**src/ppp_regs.vh**
```
`ifndef PPP_REGS_VH
`define PPP_REGS_VH

// Action selector codes on the two select pins
`define PPP_ACT_ADDR     2'h0
`define PPP_ACT_DATA     2'h1
`define PPP_ACT_CMD      2'h2
`define PPP_ACT_IDLE     2'h3

// Command bytes
`define PPP_CMD_ERASE    8'h80
`define PPP_CMD_WR_FUSE  8'h40
`define PPP_CMD_WR_LOCK  8'h20
`define PPP_CMD_WR_FLASH 8'h10
`define PPP_CMD_WR_EE    8'h11
`define PPP_CMD_RD_SIG   8'h08
`define PPP_CMD_RD_FUSE  8'h04
`define PPP_CMD_RD_FLASH 8'h02
`define PPP_CMD_RD_EE    8'h03

// Erased array content
`define PPP_ERASED_BYTE  8'hFF

// User operation codes
`define PPP_OP_ENTER     3'h0
`define PPP_OP_EXIT      3'h1
`define PPP_OP_ERASE     3'h2
`define PPP_OP_WR_FLASH  3'h3
`define PPP_OP_RD_FUSE   3'h4
`define PPP_OP_RD_FLASH  3'h5

// Times in ns
`define PPP_CLK_NS       25'h0000028
`define PPP_CLK_M1       25'h0000027
`define PPP_T_RST_NS     25'h0000064
`define PPP_T_BS_NS      25'h0000064
`define PPP_T_LOAD_NS    25'h0000050
`define PPP_T_WR_NS      25'h0000050
`define PPP_T_RD_NS      25'h00000A0
`define PPP_T_ERASE_NS   25'h0989680
`define PPP_T_BUSY_NS    25'h1312D00

// Counter width and one-cycle count
`define PPP_CNT_W        25
`define PPP_CNT_ONE      25'h0000001

`endif

```
**src/ppp_buf2.v**
```verilog
`timescale 1ns/10ps
module ppp_buf2 (
   input  wire       i_clk,
   input  wire       i_rst,
   input  wire       i_in_valid,
   output wire       o_in_ready,
   input  wire [7:0] i_in_data,
   output reg        o_out_valid,
   input  wire       i_out_ready,
   output reg  [7:0] o_out_data
);
   reg        tail_v_ff;
   reg  [7:0] tail_ff;
   wire       push;
   wire       pop;

   // Ready drops only when both entries hold data
   assign o_in_ready = ~tail_v_ff;
   assign push       = i_in_valid & ~tail_v_ff;
   assign pop        = o_out_valid & i_out_ready;

   always @(posedge i_clk or posedge i_rst) begin
      if (i_rst) begin
         o_out_valid <= 1'b0;
         o_out_data  <= 8'h00;
         tail_v_ff   <= 1'b0;
         tail_ff     <= 8'h00;
      end else if (pop) begin
         if (tail_v_ff) begin
            o_out_data <= tail_ff;
            if (push) begin
               tail_ff <= i_in_data;
            end else begin
               tail_v_ff <= 1'b0;
            end
         end else begin
            o_out_valid <= push;
            o_out_data  <= i_in_data;
         end
      end else if (push) begin
         if (!o_out_valid) begin
            o_out_valid <= 1'b1;
            o_out_data  <= i_in_data;
         end else begin
            tail_v_ff <= 1'b1;
            tail_ff   <= i_in_data;
         end
      end
   end
endmodule // ppp_buf2

```
**src/ppp_host.v**
```verilog
// Functional notes
// Device enables serial download only while its serial download fuse reads 0.
// Device clocks from internal RC when its oscillator fuse is 0.
// Fuses unreachable serially; chip erase leaves fuses unchanged.
// Device holds three identification bytes at locations 0 to 2.
// With both locks set, serial identification read returns 0, 1, 2.
// New flash and EEPROM read as all ones.
// Flash and EEPROM are programmed one byte at a time.
// Load strobe acts on selector: 00 address, 01 data, 10 command, 11 none.
// Byte select picks high (1) or low (0) address or data byte.
// Command 80h is chip erase, loaded with selector 10 and select low.
// Command 10h is write flash, loaded like other commands.
// Command 04h reads fuse and lock bits.
// Hold reset and byte select low 100 ns, then apply high voltage.
// Byte select must stay still 100 ns after high voltage arrives.
// Chip erase clears arrays, then releases lock bits.
// Programmer erases the chip before reprogramming flash or EEPROM.
// Erase runs on a write strobe pulse; ready/busy stays unchanged.
// Write strobe after data load programs byte, ready/busy low until done.
// Programmer waits for ready/busy high before the next byte.
// Flash address high byte is 0 or 1, low byte full range.
// Device keeps command and address across operations.
// Reload address high byte only when entering a new 256-word page.
// Skip writing all-ones bytes.
// Device captures selector, byte select and data on load strobe rise.
`timescale 1ns/10ps
`include "ppp_regs.vh"
module ppp_host #(
   parameter [`PPP_CNT_W-1:0] ERASE_CYC = (`PPP_T_ERASE_NS + `PPP_CLK_M1) / `PPP_CLK_NS,
   parameter [`PPP_CNT_W-1:0] BUSY_CYC  = `PPP_T_BUSY_NS / `PPP_CLK_NS
) (
   input  wire       I_CLK,
   input  wire       I_RST,
   input  wire       I_CMD_VALID,
   output reg        O_CMD_READY,
   input  wire [2:0] I_CMD_OP,
   input  wire [8:0] I_CMD_ADDR,
   input  wire       I_CMD_HIGH,
   input  wire [7:0] I_CMD_DATA,
   output wire       O_RD_VALID,
   input  wire       I_RD_READY,
   output wire [7:0] O_RD_DATA,
   output reg        O_DONE,
   output reg        O_REFUSED,
   output reg        O_TIMEOUT,
   output reg        O_PROG_MODE,
   output reg        O_RESET_N,
   output reg        O_HV_EN,
   output reg        O_ACTION_SELECT_HI,
   output reg        O_ACTION_SELECT_LO,
   output reg        O_BYTE_HALF_SELECT,
   output reg        O_LOAD_STROBE_PIN,
   output reg        O_WRITE_STROBE_N,
   output reg        O_READ_ENABLE_N,
   output reg  [7:0] O_DATA_OUT,
   output reg        O_DATA_OE,
   input  wire [7:0] I_DATA_IN,
   input  wire       I_READY_BUSY_OUT
);
   localparam [`PPP_CNT_W-1:0] RST_CYC  = (`PPP_T_RST_NS + `PPP_CLK_M1) / `PPP_CLK_NS;
   localparam [`PPP_CNT_W-1:0] BS_CYC   = (`PPP_T_BS_NS + `PPP_CLK_M1) / `PPP_CLK_NS;
   localparam [`PPP_CNT_W-1:0] LOAD_CYC = (`PPP_T_LOAD_NS + `PPP_CLK_M1) / `PPP_CLK_NS;
   localparam [`PPP_CNT_W-1:0] WR_CYC   = (`PPP_T_WR_NS + `PPP_CLK_M1) / `PPP_CLK_NS;
   localparam [`PPP_CNT_W-1:0] RD_CYC   = (`PPP_T_RD_NS + `PPP_CLK_M1) / `PPP_CLK_NS;

   localparam [3:0] S_IDLE   = 4'h0;
   localparam [3:0] S_ENT_LO = 4'h1;
   localparam [3:0] S_ENT_HV = 4'h2;
   localparam [3:0] S_PLAN   = 4'h3;
   localparam [3:0] S_LD_SET = 4'h4;
   localparam [3:0] S_LD_HI  = 4'h5;
   localparam [3:0] S_LD_LO  = 4'h6;
   localparam [3:0] S_WR     = 4'h7;
   localparam [3:0] S_WT_LO  = 4'h8;
   localparam [3:0] S_WT_HI  = 4'h9;
   localparam [3:0] S_RD     = 4'hA;
   localparam [3:0] S_RD_CAP = 4'hB;
   localparam [3:0] S_FINISH = 4'hC;

   reg [3:0]            state_ff;
   reg [`PPP_CNT_W-1:0] cnt_ff;
   reg [2:0]            op_ff;
   reg [8:0]            addr_ff;
   reg                  high_ff;
   reg [7:0]            data_ff;
   reg [7:0]            cmd_cur_ff;
   reg                  cmd_known_ff;
   reg                  ahi_cur_ff;
   reg                  ahi_known_ff;
   reg                  erased_ff;
   reg                  need_cmd_ff;
   reg                  need_ahi_ff;
   reg                  need_alo_ff;
   reg                  need_dat_ff;
   reg                  rdy_meta_ff;
   reg                  rdy_sync_ff;
   reg [7:0]            din_meta_ff;
   reg [7:0]            din_sync_ff;
   reg                  buf_valid_ff;
   wire                 buf_ready;

   // Command byte belonging to each user operation
   function [7:0] op_cmd;
      input [2:0] op;
      begin
         case (op)
            `PPP_OP_ERASE:    op_cmd = `PPP_CMD_ERASE;
            `PPP_OP_WR_FLASH: op_cmd = `PPP_CMD_WR_FLASH;
            `PPP_OP_RD_FUSE:  op_cmd = `PPP_CMD_RD_FUSE;
            `PPP_OP_RD_FLASH: op_cmd = `PPP_CMD_RD_FLASH;
            default:          op_cmd = `PPP_CMD_RD_SIG;
         endcase
      end
   endfunction

   // Operations that carry a flash address
   function op_addr;
      input [2:0] op;
      begin
         op_addr = (op == `PPP_OP_WR_FLASH) || (op == `PPP_OP_RD_FLASH);
      end
   endfunction

   // Pins from the device pass two flops before use
   always @(posedge I_CLK or posedge I_RST) begin
      if (I_RST) begin
         rdy_meta_ff <= 1'b1;
         rdy_sync_ff <= 1'b1;
         din_meta_ff <= 8'h00;
         din_sync_ff <= 8'h00;
      end else begin
         rdy_meta_ff <= I_READY_BUSY_OUT;
         rdy_sync_ff <= rdy_meta_ff;
         din_meta_ff <= I_DATA_IN;
         din_sync_ff <= din_meta_ff;
      end
   end

   // Read bytes wait here so a stalled receiver loses none
   ppp_buf2 u_buf (
      .i_clk       (I_CLK),
      .i_rst       (I_RST),
      .i_in_valid  (buf_valid_ff),
      .o_in_ready  (buf_ready),
      .i_in_data   (din_sync_ff),
      .o_out_valid (O_RD_VALID),
      .i_out_ready (I_RD_READY),
      .o_out_data  (O_RD_DATA)
   );

   always @(posedge I_CLK or posedge I_RST) begin
      if (I_RST) begin
         state_ff           <= S_IDLE;
         cnt_ff             <= {`PPP_CNT_W{1'b0}};
         op_ff              <= `PPP_OP_ENTER;
         addr_ff            <= 9'h000;
         high_ff            <= 1'b0;
         data_ff            <= 8'h00;
         cmd_cur_ff         <= 8'h00;
         cmd_known_ff       <= 1'b0;
         ahi_cur_ff         <= 1'b0;
         ahi_known_ff       <= 1'b0;
         erased_ff          <= 1'b0;
         need_cmd_ff        <= 1'b0;
         need_ahi_ff        <= 1'b0;
         need_alo_ff        <= 1'b0;
         need_dat_ff        <= 1'b0;
         buf_valid_ff       <= 1'b0;
         O_CMD_READY        <= 1'b0;
         O_DONE             <= 1'b0;
         O_REFUSED          <= 1'b0;
         O_TIMEOUT          <= 1'b0;
         O_PROG_MODE        <= 1'b0;
         O_RESET_N          <= 1'b1;
         O_HV_EN            <= 1'b0;
         O_ACTION_SELECT_HI <= 1'b1;
         O_ACTION_SELECT_LO <= 1'b1;
         O_BYTE_HALF_SELECT <= 1'b0;
         O_LOAD_STROBE_PIN  <= 1'b0;
         O_WRITE_STROBE_N   <= 1'b1;
         O_READ_ENABLE_N    <= 1'b1;
         O_DATA_OUT         <= 8'h00;
         O_DATA_OE          <= 1'b0;
      end else begin
         O_DONE       <= 1'b0;
         O_REFUSED    <= 1'b0;
         O_TIMEOUT    <= 1'b0;
         buf_valid_ff <= 1'b0;
         O_CMD_READY  <= 1'b0;
         case (state_ff)
            S_IDLE: begin
               O_CMD_READY <= ~(I_CMD_VALID & O_CMD_READY);
               if (I_CMD_VALID && O_CMD_READY) begin
                  op_ff   <= I_CMD_OP;
                  addr_ff <= I_CMD_ADDR;
                  high_ff <= I_CMD_HIGH;
                  data_ff <= I_CMD_DATA;
                  // Device keeps command and page address; reload only on change
                  need_cmd_ff <= !cmd_known_ff || (cmd_cur_ff != op_cmd(I_CMD_OP));
                  need_ahi_ff <= op_addr(I_CMD_OP) &&
                                 (!ahi_known_ff || (ahi_cur_ff != I_CMD_ADDR[8]));
                  need_alo_ff <= op_addr(I_CMD_OP);
                  need_dat_ff <= (I_CMD_OP == `PPP_OP_WR_FLASH);
                  if (I_CMD_OP == `PPP_OP_ENTER) begin
                     O_PROG_MODE        <= 1'b0;
                     O_HV_EN            <= 1'b0;
                     O_RESET_N          <= 1'b0;
                     O_BYTE_HALF_SELECT <= 1'b0;
                     cnt_ff             <= RST_CYC;
                     state_ff           <= S_ENT_LO;
                  end else if (I_CMD_OP == `PPP_OP_EXIT) begin
                     O_PROG_MODE  <= 1'b0;
                     O_HV_EN      <= 1'b0;
                     O_RESET_N    <= 1'b1;
                     cmd_known_ff <= 1'b0;
                     ahi_known_ff <= 1'b0;
                     erased_ff    <= 1'b0;
                     state_ff     <= S_FINISH;
                  end else if (!O_PROG_MODE || I_CMD_OP > `PPP_OP_RD_FLASH) begin
                     O_REFUSED <= 1'b1;
                     state_ff  <= S_FINISH;
                  end else if (I_CMD_OP == `PPP_OP_WR_FLASH && !erased_ff) begin
                     O_REFUSED <= 1'b1;
                     state_ff  <= S_FINISH;
                  end else if (I_CMD_OP == `PPP_OP_WR_FLASH &&
                               I_CMD_DATA == `PPP_ERASED_BYTE) begin
                     state_ff <= S_FINISH;
                  end else begin
                     state_ff <= S_PLAN;
                  end
               end
            end
            S_ENT_LO: begin
               // Reset and byte select low for the least setup time
               if (cnt_ff > `PPP_CNT_ONE) begin
                  cnt_ff <= cnt_ff - `PPP_CNT_ONE;
               end else begin
                  O_HV_EN  <= 1'b1;
                  cnt_ff   <= BS_CYC;
                  state_ff <= S_ENT_HV;
               end
            end
            S_ENT_HV: begin
               // Byte select is frozen here, any change would abort entry
               if (cnt_ff > `PPP_CNT_ONE) begin
                  cnt_ff <= cnt_ff - `PPP_CNT_ONE;
               end else begin
                  O_PROG_MODE  <= 1'b1;
                  cmd_known_ff <= 1'b0;
                  ahi_known_ff <= 1'b0;
                  erased_ff    <= 1'b0;
                  state_ff     <= S_FINISH;
               end
            end
            S_PLAN: begin
               cnt_ff   <= LOAD_CYC;
               state_ff <= S_LD_SET;
               O_DATA_OE <= 1'b1;
               if (need_cmd_ff) begin
                  need_cmd_ff        <= 1'b0;
                  cmd_known_ff       <= 1'b1;
                  cmd_cur_ff         <= op_cmd(op_ff);
                  {O_ACTION_SELECT_HI, O_ACTION_SELECT_LO} <= `PPP_ACT_CMD;
                  O_BYTE_HALF_SELECT <= 1'b0;
                  O_DATA_OUT         <= op_cmd(op_ff);
               end else if (need_ahi_ff) begin
                  need_ahi_ff        <= 1'b0;
                  ahi_known_ff       <= 1'b1;
                  ahi_cur_ff         <= addr_ff[8];
                  {O_ACTION_SELECT_HI, O_ACTION_SELECT_LO} <= `PPP_ACT_ADDR;
                  O_BYTE_HALF_SELECT <= 1'b1;
                  O_DATA_OUT         <= {7'h00, addr_ff[8]};
               end else if (need_alo_ff) begin
                  need_alo_ff        <= 1'b0;
                  {O_ACTION_SELECT_HI, O_ACTION_SELECT_LO} <= `PPP_ACT_ADDR;
                  O_BYTE_HALF_SELECT <= 1'b0;
                  O_DATA_OUT         <= addr_ff[7:0];
               end else if (need_dat_ff) begin
                  need_dat_ff        <= 1'b0;
                  {O_ACTION_SELECT_HI, O_ACTION_SELECT_LO} <= `PPP_ACT_DATA;
                  O_BYTE_HALF_SELECT <= high_ff;
                  O_DATA_OUT         <= data_ff;
               end else begin
                  {O_ACTION_SELECT_HI, O_ACTION_SELECT_LO} <= `PPP_ACT_IDLE;
                  O_BYTE_HALF_SELECT <= high_ff;
                  if (op_ff == `PPP_OP_ERASE) begin
                     O_WRITE_STROBE_N <= 1'b0;
                     cnt_ff           <= ERASE_CYC;
                     state_ff         <= S_WR;
                  end else if (op_ff == `PPP_OP_WR_FLASH) begin
                     O_WRITE_STROBE_N <= 1'b0;
                     cnt_ff           <= WR_CYC;
                     state_ff         <= S_WR;
                  end else begin
                     // Bus released in the same cycle that read enable goes low
                     O_DATA_OE       <= 1'b0;
                     O_READ_ENABLE_N <= 1'b0;
                     cnt_ff          <= RD_CYC;
                     state_ff        <= S_RD;
                  end
               end
            end
            S_LD_SET: begin
               // One cycle of setup so pins are stable at the rising edge
               O_LOAD_STROBE_PIN <= 1'b1;
               state_ff          <= S_LD_HI;
            end
            S_LD_HI: begin
               if (cnt_ff > `PPP_CNT_ONE) begin
                  cnt_ff <= cnt_ff - `PPP_CNT_ONE;
               end else begin
                  O_LOAD_STROBE_PIN <= 1'b0;
                  state_ff          <= S_LD_LO;
               end
            end
            S_LD_LO: begin
               // Hold pins two cycles past the falling strobe
               state_ff <= S_PLAN;
            end
            S_WR: begin
               if (cnt_ff > `PPP_CNT_ONE) begin
                  cnt_ff <= cnt_ff - `PPP_CNT_ONE;
               end else begin
                  O_WRITE_STROBE_N <= 1'b1;
                  cnt_ff           <= BUSY_CYC;
                  if (op_ff == `PPP_OP_ERASE) begin
                     // Erase gives no ready/busy activity; pulse width is the whole wait
                     erased_ff <= 1'b1;
                     state_ff  <= S_FINISH;
                  end else begin
                     state_ff <= S_WT_LO;
                  end
               end
            end
            S_WT_LO: begin
               if (!rdy_sync_ff) begin
                  cnt_ff   <= BUSY_CYC;
                  state_ff <= S_WT_HI;
               end else if (cnt_ff > `PPP_CNT_ONE) begin
                  cnt_ff <= cnt_ff - `PPP_CNT_ONE;
               end else begin
                  O_TIMEOUT <= 1'b1;
                  state_ff  <= S_FINISH;
               end
            end
            S_WT_HI: begin
               // Next byte only after ready returns high
               if (rdy_sync_ff) begin
                  state_ff <= S_FINISH;
               end else if (cnt_ff > `PPP_CNT_ONE) begin
                  cnt_ff <= cnt_ff - `PPP_CNT_ONE;
               end else begin
                  O_TIMEOUT <= 1'b1;
                  state_ff  <= S_FINISH;
               end
            end
            S_RD: begin
               // Covers device access time only; S_RD_CAP and the buffer push absorb the two-flop input delay
               if (cnt_ff > `PPP_CNT_ONE) begin
                  cnt_ff <= cnt_ff - `PPP_CNT_ONE;
               end else begin
                  state_ff <= S_RD_CAP;
               end
            end
            S_RD_CAP: begin
               // Stalls here while the read buffer is full
               if (buf_ready) begin
                  buf_valid_ff    <= 1'b1;
                  O_READ_ENABLE_N <= 1'b1;
                  state_ff        <= S_FINISH;
               end
            end
            S_FINISH: begin
               O_DONE      <= 1'b1;
               O_CMD_READY <= 1'b1;
               state_ff    <= S_IDLE;
            end
            default: begin
               state_ff <= S_IDLE;
            end
         endcase
      end
   end
endmodule // ppp_host

```
**config.mk**
```make
export PLATFORM = sky130hd
export DESIGN_NAME = ppp_host
export DESIGN_NICKNAME = d
export VERILOG_FILES = /design/src/ppp_buf2.v /design/src/ppp_host.v
export VERILOG_INCLUDE_DIRS = /design/src
export SDC_FILE = /design/constraint.sdc
export NUM_CORES = 1
export LEC_CHECK = 0
export BUFFER_PORTS_ARGS = -buffer_cell sky130_fd_sc_hd__buf_2
export CAP_MARGIN = 15
export CELL_PAD_IN_SITES_DETAIL_PLACEMENT = 0
export CELL_PAD_IN_SITES_GLOBAL_PLACEMENT = 1
export CORE_MARGIN = 1
export CORE_UTILIZATION = 41
export CTS_CLUSTER_DIAMETER = 30
export CTS_CLUSTER_SIZE = 40
export DETAILED_ROUTE_END_ITERATION = 6
export PLACE_DENSITY = 0.82
export SYNTH_ARGS = -nofsm -noshare
export SYNTH_HDL_FRONTEND = slang
export SYNTH_SLANG_ARGS = --single-unit
```
**constraint.sdc**
```tcl
create_clock -name I_CLK -period 3.7 [get_ports I_CLK]
set_clock_uncertainty 0.15 [all_clocks]
set_input_delay 0.37 -clock I_CLK [delete_from_list [all_inputs] [get_ports I_CLK]]
set_output_delay 0.37 -clock I_CLK [all_outputs]
set_load 0.05 [all_outputs]
```
== Word-level counts from Yosys, hierarchy flattened ==
Index checks and enable logic that the tools add are counted.

* Add/sub/neg operators: 1
* Magnitude comparators: 2
* Equal/unequal tests: 50
* Mux-type cells: 143
* Bitwise gates (word level): 6
* Reduce and logical (&&, ||, !) cells: 52

{| class="wikitable"
|+ Operators with widths
! kind !! count
|-
| $mux W25 || 7
|-
| $pmux W25 S7 || 1
|-
| $mux W8 || 15
|-
| $mux W18 || 5
|-
| $mux W4 || 20
|-
| $mux W1 || 75
|-
| $pmux W8 S4 || 2
|-
| $pmux W4 S12 || 1
|-
| $ne A2 B2 Y1 const B || 23
|-
| $gt A25 B1 Y1 const B || 1
|-
| $sub A25 B1 Y25 const B || 1
|-
| $pmux W1 S2 || 12
|-
| $reduce_and A7 Y1 || 3
|-
| $eq A4 B4 Y1 const B || 5
|-
| $reduce_and A4 Y1 || 5
|-
| $reduce_bool A2 Y1 || 9
|-
| $eq A4 B3 Y1 const B || 4
|-
| $reduce_and A2 Y1 || 8
|-
| $eq A3 B2 Y1 const B || 4
|-
| $eq A3 B3 Y1 const B || 4
|-
| $reduce_and A3 Y1 || 4
|-
| $reduce_and A6 Y1 || 2
|-
| $pmux W1 S3 || 3
|-
| $eq A4 B2 Y1 const B || 2
|-
| 22 further kinds || 38
|}

* Register bits: 125
* Input bits: 34
* Output and inout bits: 31
* Logic and storage cells: 293

== Depth between registers and ports, before layout ==
* Depth in word-level cells: 9
* Mapped depth: 13
* Mapped depth without buffers: 11

== Cells and area by module ==
Synthesis repeated with hierarchy kept, for this count alone.

* Cells, all modules: 662
* Area total of the unflattened synthesis: 6,233.5 sq um

{| class="wikitable"
|+ By module, submodules not included
! module !! times used !! cells each !! area each (sq um) !! seq. area each (sq um)
|-
| ppp_host || 1 || 605 || 5,454.0 || 2,611.3
|-
| ppp_buf2 || 1 || 57 || 779.5 || 450.4
|}

== Worst setup path before layout ==
OpenSTA, ideal clock, no wires.

* Path type: reg2reg
* Start point: register cnt_ff[8]
* End point: register cnt_ff[0]
* Setup time: 78 ps
* Data arrival time: 2,446 ps
* Data required time: 3,472 ps
* Path slack: 1,027 ps
* Stages on the path, launching flop included: 13
* Buffers on the path: 3
* Period minus slack after synthesis: 2,673 ps
* Path through: dfrtp_1 buf_6 nor4_4 nand4_2 or3_1 buf_6 nand2_8 inv_6 buf_2 ha_1 o221ai_1 nor2_1 a21oi_1

* Cells in the longest elaborated chain, start to end: 4
* Elaborated cells between the ends (all ways): 7
* Classes of those cells: order compare: 1; mux: 6

{| class="wikitable"
|+ RTL lines
! item !! RTL line !! RTL
|-
| start: declaration || ppp_host.v:81 || <nowiki>reg [`PPP_CNT_W-1:0] cnt_ff;</nowiki>
|-
| start signal: assignment || ppp_host.v:154 || <nowiki>cnt_ff <= {`PPP_CNT_W{1'b0}};</nowiki>
|-
| start signal: assignment || ppp_host.v:236 || <nowiki>cnt_ff <= cnt_ff - `PPP_CNT_ONE;</nowiki>
|-
| start signal: assignment || ppp_host.v:246 || <nowiki>cnt_ff <= cnt_ff - `PPP_CNT_ONE;</nowiki>
|-
| $gt A25 B1 Y1 (no line) (*) || -- ||
|-
| $mux W25 || -- ||
|-
| $mux W25 (on tied branches) || -- ||
|-
| $pmux W25 S7 (*) || ppp_host.v:190 || <nowiki>case (state_ff)</nowiki>
|}

Every way passes the cells marked *; elsewhere a longest branch is shown, timed or not. The select of a mux whose other input is x is not followed.
A chain may end at the register's enable or synchronous reset.

== Final worst setup path ==
Same ends and word-level chain as after synthesis.

==> impl_metrics.csv <==
group,metric,value,unit
status,status,"finished with violations",
status,violations,"negative hold slack",
final_layout,area_growth,19.64,%
power_and_ir_drop,pwr-share-comb,44.9,%
synth,avgSynthCellArea,9.260,µm²
cts,htree_levels,4,
grt,grt_max_degree,123,
final_layout,num-fill-cells,1379,
placement,gp_congestion,0.9374,
synth,ys_top_cells_by_area,"dfrtp_1, nand2_1, o21ai_0",
timing,relSlewSlack,39.40,%
setup_path,cp_cell_sequence,"nor4_4 > nand4_2 > or3_1 > nand2_8 > inv_6 > ha_1 > o221ai_1 > nor2_1 > a21oi_1",
synth,synthSimpleGateAreaFrac,22.84,%
floorplanning,fp.dieH,126.0,µm
timing,drv_slew,0,
synth,netlist_instances,681,
synth,netlist_area,6306,µm²
synth,synth.area.mux_share,5.119,%
setup_path,max_stage_delay,0.57,ns
synth,ys_warn_count,0,
setup_path,startpoint,"cnt_ff[8]",
timing,hold_viol_final,27,
setup_path,reg2reg_slack,0.73,ns
timing,rsz0062_at_grt,"no",
setup_path,cp_max_fo,18,
final_layout,layout_common_cells,"nand2_1, dfrtp_1, buf_2",
synth,ys.flop_type,"dfrtp_1",
floorplanning,ioPinCount,65,
routing,drtPass1Iterations,4,
final_layout,finalNetCount,794,
setup_path,r2r_start,"cnt_ff[8]",
power_and_ir_drop,powerDensity,931.4,nW/µm²
floorplanning,dieArea,15880,µm²
synth,synth-compound-area-share,18.21,%
setup_path,cp-end-kind,"flop",
setup_path,cp_num_buf_inv,1,
timing,fin_hold_ws,-0.03747,ns
routing,remaining_drc_errors,0,
cts,cts-resized-gates,0,
min_path,hold_class,"input pin to async pin",
timing,tns,0,ns
power_and_ir_drop,power.switching,3187,µW
cts,cts_buffer_depth,2,
power_and_ir_drop,leakage,0.003480,µW
setup_path,critPathRequiredTime,3.89,ns
floorplanning,initial_core_util,42.74,%
placement,numPortBuffers,64,
power_and_ir_drop,irDropWorstVdd,0.4602,mV
synth,synth_top_cell_by_area,"dfrtp_1",
power_and_ir_drop,swShare,45.36,%
timing,min_period_over_period,80.30,%
routing,drtIter0Drc,459,
floorplanning,fp.coreArea,14750,µm²
floorplanning,die_x,126.0,µm
synth,synth-edff-count,0,
power_and_ir_drop,p_total,7028,µW
setup_path,critPathArrivalTime,3.16,ns
cts,clk_latency,0.42,ns
timing,tightest_slew,0.9013,ns
routing,wl_per_cell,17.15,µm
timing,post-route-min-period,2.971,ns
routing,wl,16.34,mm
final_layout,fin_util,51.14,%
power_and_ir_drop,internal_power,3840,µW
grt,overflow,0,
final_layout,diodes,0,
setup_path,critical_path_class,"flop to flop",
grt,grtUsageTotal,21.82,%
synth,synth_top_family_by_area,"simple AND/OR/NAND/NOR gates",
routing,ant_nets,0,
cts,cts_tree,"built",
synth,synth_seq_area_share,48.55,%
power_and_ir_drop,seqPwrFrac,32.7,%
cts,cts_root_buf,"clkbuf_16",
power_and_ir_drop,p_clk_share,22.4,%
synth,synthesis.nets,719,
grt,grt_pass1_vias,5235,
routing,vias_per_cell,5.746,
setup_path,critPathLaunchType,"flop",
synth,ys_types,72,
synth,synth_top_area_share,45.63,%
synth,synthAdderAreaFrac,0.7937,%
timing,setup_violations,0,
timing,fmax,0.3366,GHz
grt,antenna_found_initial,0,
setup_path,path_delay_family,"simple AND/OR/NAND/NOR gates",
grt,grt_pass1_wl,27.22,mm
placement,dp_hpwl,11.18,mm
synth,ys_seq_elements,122,
synth,async_flop_share,100.0,%
final_layout,drive_above_1_share,19.77,%
run,max_cap_viol_count,0,
cts,numClockSinks,122,
floorplanning,rows,44,
final_layout,final_common_cell,"nand2_1",
cts,path_clk_slew,0.05,ns
routing,route.vias.total,5476,
cts,tritoncts.num_buffers,17,
synth,synth-xor-area-share,0.9722,%
setup_path,crit_slowest_cell,"or3_1",
[per-layer routing]
layer  vias to the layer above  global-route usage, %  share of wire (%)
li1                       2625                      -                  -
met1                      2620                  30.31                 47
met2                       206                  33.60                 46
met3                        25                  4.928                5.5
met4                         0                  7.512                1.6
met5                         -                      0                  0
[area by class of cell]
class | instances | area (µm²) | area share (%)
sequential | 122 | 3062 | 40.58
tap | 184 | 230.2 | 3.051
timing repair buffer | 94 | 595.6 | 7.894
inverter | 14 | 61.31 | 0.8126
clock inverter | 14 | 137.6 | 1.824
multi-input combinational | 507 | 3029 | 40.15
clock buffer | 18 | 429.2 | 5.688
[sequential cells by signal (all words and copies together), names as in the netlist, 8 cells and up]
signal            flops
din_sync_ff           8
data_ff               8
u_buf.tail_ff         8
u_buf.o_out_data      8
cnt_ff               25
addr_ff               9
din_meta_ff           8
O_DATA_OUT            8
[worst paths after layout]
kind / cells past startpoint / endpoint
setup / recovery: 9 / cnt_ff[0]
hold / removal: 3 / cmd_cur_ff[2]
setup reg to reg: 9 / cnt_ff[0]
hold reg to reg: 0 / din_sync_ff[2]
max in group asynchronous: 3 / cnt_ff[7]
min in group I_CLK: 3 / data_ff[6]
[synth_stat cells, types with 3 or more instances]
library cell and n:
nand2_1 128, dfrtp_1 115, o21ai_0 49, nor2_1 42
a21oi_1 39, clkbuf_1 29, nor3_1 27, nand3_1 24
mux2_2 18, inv_1 13, a31oi_1 12, mux2i_1 12
nor4_1 12, or4_1 9, a21o_1 8, nand2b_1 8
dfstp_2 7, nor2b_1 7, o21a_1 7, nand4_1 6
o31ai_1 6, a22oi_1 5, buf_2 5, or2_2 5
a2bb2oi_1 4, a32oi_1 4, ha_1 4, nand3b_1 4
o221ai_1 4, or3_1 4, xor2_1 4, a32o_1 3
xnor2_1 3
[timing repair]
action / in CTS / in global routing
hold buffers: 16 / 0
setup endpoints to repair: 0 / 0
buffers inserted: 0 / 0
hold endpoints to repair: 16 / 0
[metrics by stage]
step | std cells | hold WS [ns] | setup WS, ns | area [µm²]
6_report | 953 | -0.03747 | 0.7289 | 7545
3_5_place_dp | 904 | 0.1847 | 0.8109 | 6813
3_3_place_gp | 904 | 0.1849 | 0.8445 | 6813
2_1_floorplan | 681 | 0.1812 | 1.027 | 6310
4_1_cts | 952 | 0.002101 | 0.7922 | 7540
5_1_grt | 953 | 0.01776 | 0.5534 | 7545
[power by group through the flow]
stage	Sequential [µW]	Clock, µW	Combinational (µW)
detailed placement	2300	0	3100
floorplan	2500	0	2040
finish	2300	1580	3160
CTS	2280	1610	3130
global route	2370	1680	3460
global placement	2280	0	3070
[worst register-to-register path, stage by stage (launching register included)]
cell      delay, ns
dfrtp_1        0.47
nor4_4         0.51
nand4_2        0.18
or3_1          0.57
nand2_8        0.22
inv_6          0.12
ha_1           0.29
o221ai_1       0.20
nor2_1         0.06
a21oi_1        0.13
[kinds of logic after synthesis]
logic type	count (synthesis)
AO/OA/AOI/OAI	173
flip-flops	122
XOR/XNOR	7
multiplexers	30
buffers and inverters	52
adder cells (fa/ha/maj)	4
AND/OR/NAND/NOR	293
Note: power is estimated with default switching activity, not from simulation.
